--- config.mk ---
export PLATFORM = sky130hd
export DESIGN_NAME = guest_bus_mailbox_port
export DESIGN_NICKNAME = d
export VERILOG_FILES = /design/src/rtl/guest_mailbox_pkg.sv /design/src/rtl/guest_bus_mailbox_port.sv
export SDC_FILE = /design/constraint.sdc
export NUM_CORES = 1
export LEC_CHECK = 0
export ABC_AREA = 1
export BUFFER_PORTS_ARGS = -buffer_cell sky130_fd_sc_hd__buf_2
export CORE_AREA = 2 2 56 111
export DETAILED_ROUTE_END_ITERATION = 12
export DIE_AREA = 0 0 58 113
export HOLD_SLACK_MARGIN = 0.06
export PLACE_DENSITY_LB_ADDON = 0.25
export SYNTH_ARGS = -nofsm -noshare
export SYNTH_HDL_FRONTEND = slang
export SYNTH_SLANG_ARGS = --single-unit
--- constraint.sdc ---
create_clock -name clk -period 5 [get_ports clk]
set_clock_uncertainty 0.2 [all_clocks]
set_input_delay 0.25 -clock clk [delete_from_list [all_inputs] [get_ports clk]]
set_output_delay 0.25 -clock clk [all_outputs]
set_load 0.05 [all_outputs]
--- src/rtl/guest_mailbox_pkg.sv ---
package guest_mailbox_pkg;

    // ------------------------------------------------------------
    // register map
    // ------------------------------------------------------------
    localparam logic [11:0] MAILBOX_OFFSET = 12'h200;
    localparam logic [11:0] MAILBOX_SPAN_MASK = 12'hf00;

    // ------------------------------------------------------------
    // field positions and reset values
    // ------------------------------------------------------------
    localparam int PEND_BIT    = 25;
    localparam int TIMEOUT_BIT = 24;
    localparam int DIR_BIT     = 23;
    localparam int GUEST_LSB   = 20;
    localparam int REGSEL_LSB  = 16;
    localparam int BYTE_LSB    = 0;
    localparam logic       DIR_RESET    = 1'h1;
    localparam logic [2:0] GUEST_RESET  = 3'h0;
    localparam logic [2:0] REGSEL_RESET = 3'h0;
    localparam logic [7:0] BYTE_RESET   = 8'h00;

    // ------------------------------------------------------------
    // timing
    // ------------------------------------------------------------
    localparam int TIMEOUT_CLOCKS = 64;
    localparam logic [6:0] TIMEOUT_LIMIT = 7'(TIMEOUT_CLOCKS);
    localparam logic [6:0] COUNT_ONE     = 7'h01;

    // ------------------------------------------------------------
    // types
    // ------------------------------------------------------------
    typedef enum logic [2:0] {
        ST_IDLE   = 3'b001,
        ST_ACTIVE = 3'b010,
        ST_FINISH = 3'b100
    } cycle_state_t;

    typedef struct packed {
        logic [7:0] guestChipSelect;
        logic [2:0] guestAddress;
        logic       guestReadStrobe;
        logic       guestWriteStrobe;
    } guest_ctrl_t;

endpackage

--- src/rtl/guest_bus_mailbox_port.sv ---
`timescale 1ns/1ns
// Function
// - writing the transfer byte field while the sequencer is idle sets the pending flag
// - pending clears when the guest cycle ends or times out
// - host access colliding with internal pending update leaves pending zero
// - timeout flag sets when a cycle lasts longer than 64 clocks
// - guest stretches a cycle with wait low; too long gives a timeout
// - timeout flag clears only on host write of one
// - new timeout beats a simultaneous host clear
// - direction bit: zero reads guest, one writes guest; resets to one
// - guest field decodes to exactly one of eight chip selects
// - register field drives the three guest address lines
// - eight-bit transfer byte, sent on writes, loaded on reads, resets zero
module guest_bus_mailbox_port (
    // clock and reset
    input  wire logic        clk,
    input  wire logic        reset_n,
    // wishbone slave
    input  wire logic        wb_cyc_i,
    input  wire logic        wb_stb_i,
    input  wire logic        wb_we_i,
    input  wire logic [11:0] wb_adr_i,
    input  wire logic [3:0]  wb_sel_i,
    input  wire logic [31:0] wb_dat_i,
    output logic      [31:0] wb_dat_o,
    output logic             wb_ack_o,
    // peripheral local bus
    output guest_mailbox_pkg::guest_ctrl_t guestCtrl,
    output logic      [7:0]  guestDataOut,
    output logic             guestDataOutEn,
    input  wire logic [7:0]  guestDataIn,
    input  wire logic        guestWaitStrobe_n
);

    // ------------------------------------------------------------
    // state
    // ------------------------------------------------------------
    guest_mailbox_pkg::cycle_state_t state_reg, state_next;
    logic       pending_reg;
    logic       timeout_reg;
    logic       dir_reg;
    logic [2:0] guest_reg;
    logic [2:0] regSel_reg;
    logic [7:0] byte_reg;
    logic [6:0] count_reg, count_next;
    logic       ack_reg;
    logic [31:0] rdata_reg;
    guest_mailbox_pkg::guest_ctrl_t ctrl_reg, ctrl_next;
    logic       dataOutEn_reg;

    // ------------------------------------------------------------
    // bus decode
    // ------------------------------------------------------------
    wire logic request   = wb_cyc_i & wb_stb_i & ~ack_reg;
    wire logic hitMbox   = (wb_adr_i & guest_mailbox_pkg::MAILBOX_SPAN_MASK) == guest_mailbox_pkg::MAILBOX_OFFSET;
    wire logic wrMbox    = request & wb_we_i & hitMbox;
    wire logic rdMbox    = request & ~wb_we_i & hitMbox;
    wire logic wrByte    = wrMbox & wb_sel_i[0];
    wire logic wrCtrl    = wrMbox & wb_sel_i[2];
    wire logic wrStatus  = wrMbox & wb_sel_i[3];
    wire logic clearTo   = wrStatus & wb_dat_i[guest_mailbox_pkg::TIMEOUT_BIT];
    wire logic idle      = state_reg == guest_mailbox_pkg::ST_IDLE;
    wire logic startCyc  = wrByte & idle;
    wire logic overTime  = (state_reg == guest_mailbox_pkg::ST_ACTIVE) &&
                           (count_reg == guest_mailbox_pkg::TIMEOUT_LIMIT) && ~guestWaitStrobe_n;
    wire logic doneCyc   = (state_reg == guest_mailbox_pkg::ST_ACTIVE) & guestWaitStrobe_n;
    wire logic endCyc    = doneCyc | overTime;
    wire logic hostTouch = rdMbox | wrMbox;

    logic [31:0] readWord;

    // ------------------------------------------------------------
    // read word assembly
    // ------------------------------------------------------------
    always_comb begin
        readWord                                     = '0;
        readWord[guest_mailbox_pkg::PEND_BIT]        = pending_reg;
        readWord[guest_mailbox_pkg::TIMEOUT_BIT]     = timeout_reg;
        readWord[guest_mailbox_pkg::DIR_BIT]         = dir_reg;
        readWord[guest_mailbox_pkg::GUEST_LSB +: 3]  = guest_reg;
        readWord[guest_mailbox_pkg::REGSEL_LSB +: 3] = regSel_reg;
        readWord[guest_mailbox_pkg::BYTE_LSB +: 8]   = byte_reg;
    end

    // ------------------------------------------------------------
    // guest cycle sequencer
    // ------------------------------------------------------------
    always_comb begin
        state_next = state_reg;
        count_next = count_reg;
        ctrl_next  = ctrl_reg;
        case (state_reg)
            guest_mailbox_pkg::ST_IDLE: begin
                if (startCyc) begin
                    state_next                 = guest_mailbox_pkg::ST_ACTIVE;
                    count_next                 = guest_mailbox_pkg::COUNT_ONE;
                    ctrl_next.guestChipSelect  = 8'h01 << guest_reg;
                    ctrl_next.guestAddress     = regSel_reg;
                    ctrl_next.guestWriteStrobe = dir_reg;
                    ctrl_next.guestReadStrobe  = ~dir_reg;
                end
            end
            guest_mailbox_pkg::ST_ACTIVE: begin
                count_next = count_reg + guest_mailbox_pkg::COUNT_ONE;
                if (endCyc) begin
                    state_next = guest_mailbox_pkg::ST_FINISH;
                    ctrl_next  = '0;
                end
            end
            guest_mailbox_pkg::ST_FINISH: begin
                state_next = guest_mailbox_pkg::ST_IDLE;
            end
            default: begin
                state_next = guest_mailbox_pkg::ST_IDLE;
                ctrl_next  = '0;
            end
        endcase
    end

    always_ff @(posedge clk) begin
        if (!reset_n) begin
            state_reg     <= guest_mailbox_pkg::ST_IDLE;
            count_reg     <= '0;
            ctrl_reg      <= '0;
            dataOutEn_reg <= 1'h0;
        end else begin
            state_reg     <= state_next;
            count_reg     <= count_next;
            ctrl_reg      <= ctrl_next;
            dataOutEn_reg <= ctrl_next.guestWriteStrobe;
        end
    end

    // ------------------------------------------------------------
    // mailbox register fields
    // ------------------------------------------------------------
    always_ff @(posedge clk) begin
        if (!reset_n) begin
            dir_reg    <= guest_mailbox_pkg::DIR_RESET;
            guest_reg  <= guest_mailbox_pkg::GUEST_RESET;
            regSel_reg <= guest_mailbox_pkg::REGSEL_RESET;
            byte_reg   <= guest_mailbox_pkg::BYTE_RESET;
        end else begin
            if (wrCtrl && idle) begin
                dir_reg    <= wb_dat_i[guest_mailbox_pkg::DIR_BIT];
                guest_reg  <= wb_dat_i[guest_mailbox_pkg::GUEST_LSB +: 3];
                regSel_reg <= wb_dat_i[guest_mailbox_pkg::REGSEL_LSB +: 3];
            end
            if (startCyc) begin
                byte_reg <= wb_dat_i[guest_mailbox_pkg::BYTE_LSB +: 8];
            end else if (doneCyc && !ctrl_reg.guestWriteStrobe) begin
                byte_reg <= guestDataIn;
            end
        end
    end

    // ------------------------------------------------------------
    // pending and timeout flags
    // ------------------------------------------------------------
    always_ff @(posedge clk) begin
        if (!reset_n) begin
            pending_reg <= 1'h0;
            timeout_reg <= 1'h0;
        end else begin
            if (endCyc) begin
                pending_reg <= 1'h0;
            end else if (startCyc) begin
                pending_reg <= 1'h1;
            end
            if (overTime) begin
                timeout_reg <= 1'h1;
            end else if (clearTo) begin
                timeout_reg <= 1'h0;
            end
        end
    end

    // ------------------------------------------------------------
    // bus answer
    // ------------------------------------------------------------
    always_ff @(posedge clk) begin
        if (!reset_n) begin
            ack_reg   <= 1'h0;
            rdata_reg <= '0;
        end else begin
            ack_reg   <= request;
            rdata_reg <= (request && !wb_we_i && hitMbox) ? readWord : 32'h0000_0000;
        end
    end

    assign wb_ack_o       = ack_reg;
    assign wb_dat_o       = rdata_reg;
    assign guestCtrl      = ctrl_reg;
    assign guestDataOut   = byte_reg;
    assign guestDataOutEn = dataOutEn_reg;

    // ------------------------------------------------------------
    // checks
    // ------------------------------------------------------------
    a_pend_on_start: assert property (@(posedge clk) disable iff (!reset_n)
        startCyc |=> pending_reg)
        else $error("pending not set after byte write");
    a_pend_clear: assert property (@(posedge clk) disable iff (!reset_n)
        endCyc |=> !pending_reg)
        else $error("pending not cleared at cycle end");
    a_pend_collide: assert property (@(posedge clk) disable iff (!reset_n)
        (endCyc && hostTouch) |=> !pending_reg)
        else $error("pending not zero on collision");
    a_timeout_set: assert property (@(posedge clk) disable iff (!reset_n)
        (state_reg == guest_mailbox_pkg::ST_ACTIVE && !guestWaitStrobe_n)[*8] |-> ##[0:64] (timeout_reg || !pending_reg))
        else $error("stretched cycle never timed out");
    a_timeout_hold: assert property (@(posedge clk) disable iff (!reset_n)
        (timeout_reg && !clearTo) |=> timeout_reg)
        else $error("timeout cleared without write of one");
    a_timeout_wins: assert property (@(posedge clk) disable iff (!reset_n)
        (overTime && clearTo) |=> timeout_reg)
        else $error("clear beat new timeout");
    a_cs_onehot: assert property (@(posedge clk) disable iff (!reset_n)
        (state_reg == guest_mailbox_pkg::ST_ACTIVE) |-> $onehot(guestCtrl.guestChipSelect))
        else $error("chip select not one-hot");
    a_addr_match: assert property (@(posedge clk) disable iff (!reset_n)
        (state_reg == guest_mailbox_pkg::ST_ACTIVE) |-> guestCtrl.guestAddress == regSel_reg)
        else $error("address lines differ from field");
    a_dir_strobe: assert property (@(posedge clk) disable iff (!reset_n)
        (state_reg == guest_mailbox_pkg::ST_ACTIVE) |-> guestCtrl.guestWriteStrobe == dir_reg)
        else $error("strobe differs from direction");
    a_byte_drive: assert property (@(posedge clk) disable iff (!reset_n)
        (guestDataOutEn && $past(guestDataOutEn)) |-> $stable(guestDataOut))
        else $error("driven byte changed during write");
    a_timeout_idle: assert property (@(posedge clk) disable iff (!reset_n)
        overTime |=> guestCtrl.guestChipSelect == 8'h00 ##1 idle)
        else $error("bus not released after timeout");

    // ------------------------------------------------------------
    // reset and bus answer checks
    // ------------------------------------------------------------

    a_reset_fields: assert property (@(posedge clk) disable iff (!reset_n)
        $rose(reset_n) |-> (dir_reg && guest_reg == 3'h0 && regSel_reg == 3'h0 && byte_reg == 8'h00 && !pending_reg))
        else $error("field not at reset value");

    a_ack_after_req: assert property (@(posedge clk) disable iff (!reset_n)
        request |=> wb_ack_o)
        else $error("request not acknowledged");

    a_ack_pulse: assert property (@(posedge clk) disable iff (!reset_n)
        wb_ack_o |=> !wb_ack_o)
        else $error("acknowledge longer than one cycle");

    a_rdata_zero: assert property (@(posedge clk) disable iff (!reset_n)
        !wb_ack_o |-> wb_dat_o == 32'h0000_0000)
        else $error("read data outside answer");

    a_ack_read: assert property (@(posedge clk) disable iff (!reset_n)
        (wb_ack_o && $past(rdMbox)) |-> wb_dat_o == $past(readWord))
        else $error("read data differs from register");

    // ------------------------------------------------------------
    // sequencer checks
    // ------------------------------------------------------------

    a_fsm_onehot: assert property (@(posedge clk) disable iff (!reset_n)
        $onehot(state_reg))
        else $error("sequencer state not one-hot");

    a_finish_idle: assert property (@(posedge clk) disable iff (!reset_n)
        (state_reg == guest_mailbox_pkg::ST_FINISH) |=> idle)
        else $error("finish did not return to idle");

    a_count_start: assert property (@(posedge clk) disable iff (!reset_n)
        startCyc |=> count_reg == guest_mailbox_pkg::COUNT_ONE)
        else $error("cycle counter not restarted");

    a_count_bound: assert property (@(posedge clk) disable iff (!reset_n)
        (state_reg == guest_mailbox_pkg::ST_ACTIVE) |-> count_reg <= guest_mailbox_pkg::TIMEOUT_LIMIT)
        else $error("cycle ran past timeout limit");

    a_pend_busy: assert property (@(posedge clk) disable iff (!reset_n)
        pending_reg == (state_reg == guest_mailbox_pkg::ST_ACTIVE))
        else $error("pending differs from cycle activity");

    // ------------------------------------------------------------
    // flag checks
    // ------------------------------------------------------------

    a_timeout_on_over: assert property (@(posedge clk) disable iff (!reset_n)
        overTime |=> timeout_reg)
        else $error("timeout flag not set");

    a_timeout_rise: assert property (@(posedge clk) disable iff (!reset_n)
        $rose(timeout_reg) |-> $past(overTime))
        else $error("timeout flag set without timeout");

    a_timeout_clear: assert property (@(posedge clk) disable iff (!reset_n)
        (timeout_reg && clearTo && !overTime) |=> !timeout_reg)
        else $error("write of one did not clear timeout");

    // ------------------------------------------------------------
    // local bus checks
    // ------------------------------------------------------------

    a_cs_idle: assert property (@(posedge clk) disable iff (!reset_n)
        (state_reg != guest_mailbox_pkg::ST_ACTIVE) |-> guestCtrl.guestChipSelect == 8'h00)
        else $error("chip select outside cycle");

    a_addr_idle: assert property (@(posedge clk) disable iff (!reset_n)
        (state_reg != guest_mailbox_pkg::ST_ACTIVE) |-> guestCtrl.guestAddress == 3'h0)
        else $error("address lines outside cycle");

    a_dout_en_idle: assert property (@(posedge clk) disable iff (!reset_n)
        idle |-> !guestDataOutEn)
        else $error("data driven while idle");

    a_strobe_excl: assert property (@(posedge clk) disable iff (!reset_n)
        !(guestCtrl.guestReadStrobe && guestCtrl.guestWriteStrobe))
        else $error("read and write strobes together");

    a_drive_write: assert property (@(posedge clk) disable iff (!reset_n)
        guestDataOutEn == guestCtrl.guestWriteStrobe)
        else $error("data enable differs from write strobe");

    a_done_release: assert property (@(posedge clk) disable iff (!reset_n)
        doneCyc |=> guestCtrl == '0)
        else $error("bus not released after cycle");

    a_fields_frozen: assert property (@(posedge clk) disable iff (!reset_n)
        !idle |=> ($stable(guest_reg) && $stable(regSel_reg) && $stable(dir_reg)))
        else $error("fields changed during cycle");

    a_read_capture: assert property (@(posedge clk) disable iff (!reset_n)
        (doneCyc && guestCtrl.guestReadStrobe) |=> byte_reg == $past(guestDataIn))
        else $error("guest byte not captured");

    a_wr_strobe_start: assert property (@(posedge clk) disable iff (!reset_n)
        startCyc |=> guestCtrl.guestWriteStrobe == $past(dir_reg))
        else $error("strobe not taken from direction");

    a_byte_load: assert property (@(posedge clk) disable iff (!reset_n)
        startCyc |=> guestDataOut == $past(wb_dat_i[guest_mailbox_pkg::BYTE_LSB +: 8]))
        else $error("transfer byte not loaded");
endmodule

==> After elaboration in Yosys (flattened, before gate mapping) <==
Index checks and enable logic that the tools add are counted.
{ "classes": {"n_shift": 1, "n_addsub": 1, "n_eq_ne": 7, "reduce_logical": 16, "bitwise_logic": 16, "n_mux": 12} }
{ "op_table": {"columns": ["op", "count"], "rows": [
  ["13-bit case mux with 3 select lines", 1],
  ["13-bit two-way mux", 2],
  ["8-bit two-way mux", 2],
  ["7-bit case mux with 2 select lines", 1],
  ["1-bit AND", 10],
  ["1-bit by 3-bit left shift with 8-bit output, first input constant", 1],
  ["7-bit by 1-bit adder with 7-bit output, second input constant", 1],
  ["7-bit equality test, second input constant", 1],
  ["7-bit two-way mux", 1],
  ["1-bit logical AND", 6],
  ["3-bit two-way mux", 2],
  ["3-bit case mux with 2 select lines", 1],
  ["2-bit AND reduction", 3],
  ["2-bit nonzero test", 3],
  ["1-bit inverter", 5],
  ["4-bit by 2-bit equality test with 1-bit output, second input constant", 1],
  ["3-bit by 1-bit equality test with 1-bit output, second input constant", 1],
  ["3-bit by 2-bit equality test with 1-bit output, second input constant", 1],
  ["3-bit equality test, second input constant", 1],
  ["3-bit AND reduction", 1],
  ["1-bit logical NOT", 2],
  ["1-bit two-way mux", 2],
  ["2-bit by 1-bit inequality test with 1-bit output, second input constant", 1],
  ["2-bit inequality test, second input constant", 1],
  ["2 further kinds", 2]
]} }
{ "totals": {"out_inout_bits": 55, "in_bits": 62, "reg_bits": 73, "elab_cells": 68} }

==> Longest topological paths before layout <==
Gate-level depths: netlist (run 1).
{ "depth": {"word_depth": 8, "mapped_depth": 11, "depth_no_buf": 10} }

==> Least setup slack after synthesis (run 1) <==
Ideal clock, no wire load.
{ "synth_timing": {"kind": "reg2reg", "from": "reg ack_reg (netlist: wb_ack_o)", "to": "reg dataOutEn_reg (netlist: guestDataOutEn)", "setup_time_ns": 0.114, "n_path_buf": 1, "t_required_ns": 4.686, "synth_period_minus_slack_ns": 1.709, "path_stages_with_launch": 11, "path_slack_ns": 3.291, "t_arrival_ns": 1.394, "path_cell_list": "dfxtp_1 > inv_1 > nand3_1 > nor2_1 > nand3_1 > nand2_1 > inv_1 > nor2_2 > buf_4 > nor2_1 > nor2_1"} }
{ "synth_via": {"elab_chain_len": 8} }
{ "synth_rtl": {"columns": ["item", "line_no", "text"], "rows": [
  ["start: declaration", "guest_bus_mailbox_port.sv:46", "logic ack_reg;"],
  ["start signal: assignment", "guest_bus_mailbox_port.sv:186", "ack_reg <= request;"],
  ["1-bit inverter", "guest_bus_mailbox_port.sv:54", "wire logic request = wb_cyc_i & wb_stb_i & ~ack_reg;"],
  ["1-bit AND", "guest_bus_mailbox_port.sv:54", null],
  ["1-bit AND (2 in series)", "guest_bus_mailbox_port.sv:56", "wire logic wrMbox = request & wb_we_i & hitMbox;"],
  ["1-bit AND", "guest_bus_mailbox_port.sv:58", "wire logic wrByte = wrMbox & wb_sel_i[0];"],
  ["1-bit AND", "guest_bus_mailbox_port.sv:63", "wire logic startCyc = wrByte & idle;"],
  ["2-bit by 1-bit inequality test with 1-bit output (no line)", null, null],
  ["3-bit AND reduction (no line)", null, null],
  ["end signal: assignment", "guest_bus_mailbox_port.sv:130", "dataOutEn_reg <= ctrl_next.guestWriteStrobe;"],
  ["end: declaration", "guest_bus_mailbox_port.sv:49", "logic dataOutEn_reg;"]
]} }
No other way between the ends.
A chain may end at the register's enable or synchronous reset.

==> Worst setup path in the final report (run 1) <==
{ "layout_timing": {"from": "in wb_cyc_i", "to": "reg rdata_reg[1] (netlist: wb_dat_o[1])"} }
{ "layout_via": {"elab_chain_len": 5} }
{ "layout_rtl": {"columns": ["item", "line_no", "text"], "rows": [
  ["start: declaration", "guest_bus_mailbox_port.sv:19", "input wire logic wb_cyc_i,"],
  ["1-bit AND (2 in series)", "guest_bus_mailbox_port.sv:54", null],
  ["1-bit logical AND (2 in series)", "guest_bus_mailbox_port.sv:187", "rdata_reg <= (request && !wb_we_i && hitMbox) ? readWord : 32'h0000_0000;"],
  ["2-bit AND reduction (no line)", null, null],
  ["end signal: assignment", "guest_bus_mailbox_port.sv:187", null],
  ["end: declaration", "guest_bus_mailbox_port.sv:47", "logic [31:0] rdata_reg;"]
]} }
No other way between the ends.

==> out/results.ini, run 1 <==
[outcome]
status=finished, final reports clean

[synthesis]
ys_top_cells_by_area=dfxtp_1, nor2_1, nand4_1, nand2_1, inv_1
syn_area_per_cell_um2=7.27
synth_edf_count=0
yosysWarnings=0
netlist.area_leader.share_pct=46.2
ys.flop_type=dfxtp_1
synthArstFlopShare_pct=0
yosys-top-cells-count=nor2_1, dfxtp_1, nand2_1
yosysMostFrequentCell=nor2_1
synth_area_um2=2510
synth-seq-cells=58
ys_seq_area_share_pct=46.2
syn_inst=346
synth_top_cell_by_area=dfxtp_1
yosysUniqueCellTypes=20

[cells_and_area]
final_nets=502
finalInstanceArea_um2=3360
drive_above_1_share_pct=22.1
antenna_cells=0
multiInputGateArea_um2=1070
nFillCells=547
largest_reg_flops=17
seq_area_um2=1160
syn2layout_area_growth_pct=33.8

[clock_network]
h-tree-depth=3
cts_tree=done
cts_num_sinks=58
cts.clk_slew.worst_paths_ns=0.05
cts_root_buf=clkbuf_16
postCtsSetupRepairBufs=0
clockBufferDepth=2
cts_buffers=9
clk_latency_ns=0.32

[timing]
fin_crit_sh_pct=49.3
hold_viol=0
slew_viol_final=0
fmax_mhz=406
setup_viol=0
rsz0062_at_grt=false
maxSlewHeadroom_pct=47.6
finalCriticalPeriod_ns=2.46
setup_tns_ns=0
worst_slew_pin_slew_ns=0.784

[drt]
drt_pass1_iterations=4
vias=2473
drt-total-wl_um=6230
avgRoutedWirePerCell_um=12.4
drt_iter0_markers=52
detail-route-antenna-nets=0
viasPerCell=4.91
drc_errors=0

[power_and_ir_drop]
peakVddDrop_mv=0.314
power.leakage_nw=1.59
power_frac_comb_pct=6.2
intPower_w=0.000936
seqPwrFrac_pct=39.1
power.switching_w=0.000255
clkPwrFrac_pct=54.6
swShare_pct=21.4
p_per_area_nw_per_um2=354

[global_route]
grt_pass1_vias=2278
grt_pass1_wl_um=10000
grt_max_degree=28
grt_overflow=0
antenna_found_initial=0
track_usage_pct=20.0

[floorplan]
row_count=39
pin_count=117
die_area_um2=6550
die_w_um=58
dieHeight_um=113
initial_utilization_pct=44.4
core-area_um2=5660

[placement]
dp_hpwl_um=4340
dpl_cell_area_um2=2850
place_congestion=0.784
io_buffers=76

[critical_path]
path_class=input pin to flip-flop
crit_arrival_ns=2.50
endpoint_kind=flip-flop
crit_required_ns=5.03
rrSetupSlack_ns=2.70
crit_path_start_kind=input pin
worstPathMaxFanout=17

[hold_path]
hp-class=input pin to flip-flop

[flow_run]
drv_cap=0

critical path: stages:
cell and delay (ns):
dlygate4sd3_1 0.52, buf_2 0.10, nand3_1 0.09, dlygate4sd3_1 0.56, nor2_1 0.12, nand3_1 0.56, nor2_1 0.29
worst paths after layout:
check,start,end,cells past startpoint
min,guestDataIn[7],guestDataOut[7]$_SDFFE_PN0P_,5
min reg2reg,timeout_reg$_SDFFE_PN0P_,wb_dat_o[24]$_SDFF_PN0_,2
max reg2reg,wb_ack_o$_SDFF_PN0_,wb_dat_o[1]$_SDFF_PN0_,6
max,wb_cyc_i,wb_dat_o[1]$_SDFF_PN0_,7
stage by stage:
stage,util (%),hold slack (ns),instances,power [W],setup slack (ns)
finish,59.4,0.0623,504,0.00119,2.54
global route,59.4,0.104,504,0.00123,2.37
CTS,59.4,0.0627,504,0.00120,2.54
detailed placement,50.4,0.224,469,0.000539,2.56
global placement,50.4,0.219,469,0.000538,2.67
floorplan,-,0.208,360,0.000529,3.29
cell usage in the layout (no fill, tap or decap):
cell,Yosys,routed
nor2_1,78,78
buf_2,7,76
dfxtp_1,58,58
nand2_1,52,52
inv_1,39,39
nand4_1,33,33
dlygate4sd3_1,0,19
nand3_1,16,16
a21oi_1,16,16
conb_1,1,15
o21ai_0,12,12
clkbuf_16,0,9
nand3_2,2,2
nor2_2,2,2
ha_1,2,2
clkinv_2,0,2
bufinv_16,0,2
buf_4,17,2
nor3_4,1,1
nand3b_1,1,1
nor3_1,1,1
o211a_1,1,1
o21bai_1,1,1
clkbuf_8,0,1
clkbuf_1,6,1
clkinvlp_4,0,1
cell type report:
type | instances | share of cell area, %
clock buffers | 11 | 7.21
clock inverters | 5 | 2.31
inverters | 39 | 4.35
multi-input cells | 233 | 31.9
flip-flops and latches | 58 | 34.5
well taps | 61 | 2.27
repair buffers | 97 | 17.4
cells by family (layout without fill, tap and decap cells):
kind of cell | count (synthesis) | after routing | share of synthesized area [%]
AND/OR/NAND/NOR | 186 | 186 | 33.2
buffers and inverters | 69 | 152 | 13.2
other | 1 | 15 | 0.149
adder cells (fa/ha/maj) | 2 | 2 | 0.995
AO/OA/AOI/OAI | 30 | 30 | 6.27
flip-flops | 58 | 58 | 46.2
power by group through the flow:
stage / logic, W / clock network, W / registers (W)
2_1_floorplan: 0.0000492 / 0 / 0.000479
3_3_place_gp: 0.0000632 / 0 / 0.000475
3_5_place_dp: 0.0000637 / 0 / 0.000475
4_1_cts: 0.0000739 / 0.000662 / 0.000465
5_1_grt: 0.0000803 / 0.000680 / 0.000465
6_report: 0.0000743 / 0.000651 / 0.000466
repair_timing:
action | 4_1_cts | 5_1_grt
hold buffers | 19 | 0
resized for setup | 0 | 0
hold endpoints to repair | 16 | 0
layer usage:
| metal | track usage (%) | up-vias | part of all wire (%) |
|---|---|---|---|
| li1 | - | 1264 | - |
| met1 | 20.2 | 1123 | 37 |
| met2 | 36.8 | 73 | 56 |
| met3 | 4.00 | 13 | 5.1 |
| met4 | 10.7 | 0 | 2.3 |
| met5 | 0 | - | 0 |
(Power assumes the default switching activity.)
==> run 2, diff against run 1 <==
--- a/config.mk
+++ b/config.mk
@@ -7,9 +7,9 @@
 export LEC_CHECK = 0
 export ABC_AREA = 1
 export BUFFER_PORTS_ARGS = -buffer_cell sky130_fd_sc_hd__buf_2
-export CORE_AREA = 2 2 56 111
+export CORE_AREA = 2 2 58 115
 export DETAILED_ROUTE_END_ITERATION = 12
-export DIE_AREA = 0 0 58 113
+export DIE_AREA = 0 0 60 117
 export HOLD_SLACK_MARGIN = 0.06
 export PLACE_DENSITY_LB_ADDON = 0.25
 export SYNTH_ARGS = -nofsm -noshare
==> constraint.sdc (replaced) <==
create_clock -name clk -period 2.11 [get_ports clk]
set_clock_uncertainty 0.2 [all_clocks]
set_input_delay 0.1055 -clock clk [delete_from_list [all_inputs] [get_ports clk]]
set_output_delay 0.1055 -clock clk [all_outputs]
set_load 0.05 [all_outputs]
==> out/results.ini, run 2 (same netlist as run 1, synthesis figures left out) <==
[clock_network]
clockBufferDepth=2
h-tree-depth=3
cts_tree=done
postCtsSetupRepairBufs=0
cts_root_buf=clkbuf_16
cts.clk_slew.worst_paths_ns=0.05
cts_num_sinks=58
clk_latency_ns=0.31
cts_buffers=9

[cells_and_area]
largest_reg_flops=17
antenna_cells=0
seq_area_um2=1160
final_nets=525
final_common_cell=nor2_1
multiInputGateArea_um2=1070
syn2layout_area_growth_pct=42.5
final_cell_mix=nor2_1, buf_2, dfxtp_1
nFillCells=605
drive_above_1_share_pct=23.2

[critical_path]
reg2reg_depth=5
worstPathMaxFanout=11
path_class=flip-flop to flip-flop
crit_path_start_kind=flip-flop
reg2reg_to=dir_reg$_SDFFE_PN1P_
worstSetupEndpoint=dir_reg$_SDFFE_PN1P_
crit_required_ns=2.16
endpoint_kind=flip-flop
startpoint=state_reg[0]$_SDFFE_PN1P_
r2r_start=state_reg[0]$_SDFFE_PN1P_
crit_arrival_ns=1.97
rrSetupSlack_ns=0.20

[timing]
fin_crit_sh_pct=90.6
finalCriticalPeriod_ns=1.91
slew_viol_final=0
whs_ns=0.103
setup_viol=0
hold_viol=0
fmax_mhz=523
rsz0062_at_grt=false
setup_tns_ns=0

[drt]
viasPerCell=4.60
drt-total-wl_um=6270
avgRoutedWirePerCell_um=11.4
drt_iter0_markers=64
vias=2536
drt_pass1_iterations=4
drc_errors=0
detail-route-antenna-nets=0

[floorplan]
die_area_um2=7020
core-area_um2=6210
pin_count=117
dieHeight_um=117
initial_utilization_pct=40.5
row_count=41
die_w_um=60

[placement]
dp_hpwl_um=4060
io_buffers=76
place_congestion=0.817

[global_route]
antenna_found_initial=0
grt_pass1_wl_um=10400
grt_pass1_vias=2465
grt_overflow=0
track_usage_pct=19.4
grt_max_degree=26

[power_and_ir_drop]
power.leakage_nw=1.69
peakVddDrop_mv=0.579
p_per_area_nw_per_um2=766

[outcome]
status=finished, final reports clean

[hold_path]
hp-class=input pin to flip-flop

[flow_run]
drv_cap=0

[run 2: how the worst min path moves through the flow]
stage                 startpoint                      endpoint  slack [ns]  cells past startpoint
6_report             wb_sel_i[0]  guestDataOut[4]$_SDFFE_PN0P_        0.10                      5
5_1_grt              wb_sel_i[0]  guestDataOut[3]$_SDFFE_PN0P_        0.13                      5
4_1_cts              wb_sel_i[0]  guestDataOut[4]$_SDFFE_PN0P_        0.09                      5
3_5_place_dp        wb_dat_i[23]          dir_reg$_SDFFE_PN1P_        0.19                      3
3_3_place_gp        wb_dat_i[23]          dir_reg$_SDFFE_PN1P_        0.18                      3
2_1_floorplan  guestWaitStrobe_n     state_reg[2]$_SDFFE_PN0P_        0.08                      2
[run 2: worst max-delay path: stages, from the launching register on]
cell and delay, ns:
dfxtp_1 0.39, nand2_1 0.08, nor2_2 0.38, nand4_1 0.14, dlygate4sd3_1 0.58, nand3_1 0.07
[run 2: per-stage QoR]
step           std cells  util [%]  power (W)  setup slack, ns  instance area, um^2
6_report             551      57.7    0.00274            0.199                 3580
5_1_grt              551      57.7    0.00285           0.0334                 3580
4_1_cts              551      57.7    0.00278            0.164                 3580
3_5_place_dp         505      47.8    0.00128            0.289                 2970
3_3_place_gp         505      47.8    0.00128            0.315                 2970
2_1_floorplan        360         -    0.00125            0.401                 2570
[run 2: layout make-up]
type | count | area share [%]
inverters | 39 | 4.09
clock inverters | 2 | 0.978
flip-flops and latches | 58 | 32.4
repair buffers | 120 | 22.0
multi-input cells | 233 | 30.0
well taps | 86 | 3.00
clock buffers | 13 | 7.54
[run 2: routing by layer]
layer / track usage, % / vias to the layer above / share of wire, %
met1: 21.7 / 1135 / 41
li1: - / 1314 / -
met2: 34.9 / 74 / 52
met4: 7.26 / 0 / 2.2
met5: 0 / - / 0
met3: 4.18 / 13 / 4.3
[run 2: what timing repair did]
action,CTS,global route
hold buffers,31,0
resized for setup,0,0
endpoints found under the hold margin,21,0
[run 2: report_power, final]
part / total (W) / internal (W) / switching, W
Combinational: 0.000200 / 0.0000761 / 0.000124
Clock: 0.00144 / 0.000999 / 0.000443
Sequential: 0.00110 / 0.00110 / 0.00000209
Total: 0.00274 / 0.00218 / 0.000568
==> run 3, diff against run 2 <==
--- a/config.mk
+++ b/config.mk
@@ -7,9 +7,10 @@
 export LEC_CHECK = 0
 export ABC_AREA = 1
 export BUFFER_PORTS_ARGS = -buffer_cell sky130_fd_sc_hd__buf_2
-export CORE_AREA = 2 2 58 115
+export CORE_AREA = 2 2 58 114
+export CTS_BUF_LIST = sky130_fd_sc_hd__clkbuf_8
 export DETAILED_ROUTE_END_ITERATION = 12
-export DIE_AREA = 0 0 60 117
+export DIE_AREA = 0 0 60 116
 export HOLD_SLACK_MARGIN = 0.06
 export PLACE_DENSITY_LB_ADDON = 0.25
 export SYNTH_ARGS = -nofsm -noshare
==> out/results.ini, run 3 (same netlist as run 1, synthesis figures left out) <==
[cells_and_area]
multiInputGateArea_um2=1090
largest_reg_flops=17
final_nets=530
final_common_cell=nor2_1
seq_area_um2=1160
syn2layout_area_growth_pct=40.7
final_cell_mix=nor2_1, buf_2, dfxtp_1
drive_above_1_share_pct=24.0
antenna_cells=0
nFillCells=574
final_util_pct=58.5

[floorplan]
die_w_um=60
die_area_um2=6960
row_count=40
pin_count=117
dieHeight_um=116
core-area_um2=6060
initial_utilization_pct=41.5

[drt]
vias=2607
viasPerCell=4.71
highest_layer=met4
m1WireLength_um=2270
detail-route-antenna-nets=0
drt-total-wl_um=6550
avgRoutedWirePerCell_um=11.8
wl_met3_um=326
met2WireLength_um=3790
drc_errors=0
drt_iter0_markers=91
drt_pass1_iterations=4

[critical_path]
path_class=input pin to flip-flop
reg2reg_depth=5
endpoint_kind=flip-flop
max_stage_delay_ns=0.58
cp.depth=6
crit_required_ns=2.19
crit_path_start_kind=input pin
crit_top_cell=dlygate4sd3_1
slowest_stage=dlygate4sd3_1
worstPathMaxFanout=2
path_buf_inv=4
cp_cell_sequence=dlygate4sd3_1 -> buf_2 -> nand3_1 -> dlygate4sd3_1 -> nor2_1 -> dlygate4sd3_1
crit_arrival_ns=2.12
crit_family=buffers and inverters

[timing]
whs_ns=0.0928
finalCriticalPeriod_ns=2.03
hold_viol=0
fmax_mhz=492
rsz0062_at_grt=false
setup_tns_ns=0
fin_crit_sh_pct=96.4
setup_viol=0
slew_viol_final=0

[power_and_ir_drop]
finalPower_w=0.00238
seqPwrFrac_pct=46.2
intPower_w=0.00183
power.switching_w=0.000557
swShare_pct=23.4
power.leakage_nw=1.67
peakVddDrop_mv=0.455
p_per_area_nw_per_um2=673
power_frac_comb_pct=8.5
clkPwrFrac_pct=45.3

[clock_network]
clk_latency_ns=0.34
cts_num_sinks=58
h-tree-depth=3
cts.clk_slew.worst_paths_ns=0.07
cts_tree=done
cts_buffers=9
clockBufferDepth=2
cts_root_buf=clkbuf_8

[placement]
dp_hpwl_um=4500
io_buffers=76
place_congestion=0.857

[global_route]
grt_max_degree=27
grt_overflow=0
track_usage_pct=20.1
grt_pass1_wl_um=10400
antenna_found_initial=0
grt_pass1_vias=2376

[hold_path]
hold_depth=5
hp-class=input pin to flip-flop

[flow_run]
drv_cap=0

[outcome]
status=finished, final reports clean

run 3: cell types whose count changed in the layout (fill, tap and decap cells not counted), moves of 2 or more:
cell and change:
buf_4 +2, clkbuf_16 -9, clkbuf_8 +6, dlygate4sd3_1 +3
clkinv_2 +2
run 3: area by class of cell:
cell class                 instances  area share [%]
clock inverter                     6            2.33
tap                               84            2.97
multi-input combinational        233            30.7
timing repair buffer             125            23.5
clock buffer                       9            3.50
sequential                        58            32.8
inverter                          39            4.14
run 3: worst paths after layout:
| kind | from | endpoint | slack, ns |
|---|---|---|---|
| max reg2reg | wb_ack_o$_SDFF_PN0_ | wb_ack_o$_SDFF_PN0_ | 0.11 |
| min reg2reg | pending_reg$_SDFFE_PP0N_ | wb_dat_o[25]$_SDFF_PN0_ | 0.25 |
| min | wb_we_i | wb_dat_o[0]$_SDFF_PN0_ | 0.09 |
| max | wb_cyc_i | wb_ack_o$_SDFF_PN0_ | 0.08 |
run 3: per-stage QoR:
stage | cells | cell area (um^2) | worst slack (ns)
after floorplan | 360 | 2570 | 0.401
after global placement | 501 | 2950 | 0.256
after detailed placement | 501 | 2950 | 0.179
after CTS | 549 | 3490 | 0.0495
after global routing | 554 | 3540 | 0.0151
final | 554 | 3540 | 0.0757
run 3: metal layers:
| metal | GRT usage (%) | up-vias |
|---|---|---|
| li1 | - | 1319 |
| met1 | 18.6 | 1194 |
| met2 | 37.3 | 83 |
| met3 | 6.03 | 11 |
| met4 | 10.8 | 0 |
| met5 | 0 | - |
run 3: power by group through the flow:
| stage | sequential (W) | combinational [W] | clock [W] |
|---|---|---|---|
| after global placement | 0.00113 | 0.000154 | 0 |
| after floorplan | 0.00114 | 0.000117 | 0 |
| final | 0.00110 | 0.000202 | 0.00108 |
| after CTS | 0.00110 | 0.000197 | 0.00111 |
| after detailed placement | 0.00113 | 0.000155 | 0 |
| after global routing | 0.00110 | 0.000218 | 0.00115 |
run 3: tightest hold or removal path, stage by stage:
cell	delay (ns)
buf_2	0.09
inv_1	0.04
nand3_1	0.08
buf_4	0.22
nor2_1	0.05
run 3: what timing repair did:
item | in CTS | in global routing
gates resized for setup | 0 | 3
setup endpoints to repair | 0 | 8
hold buffers | 33 | 1
hold endpoints to repair | 33 | 6
buffers inserted | 0 | 4
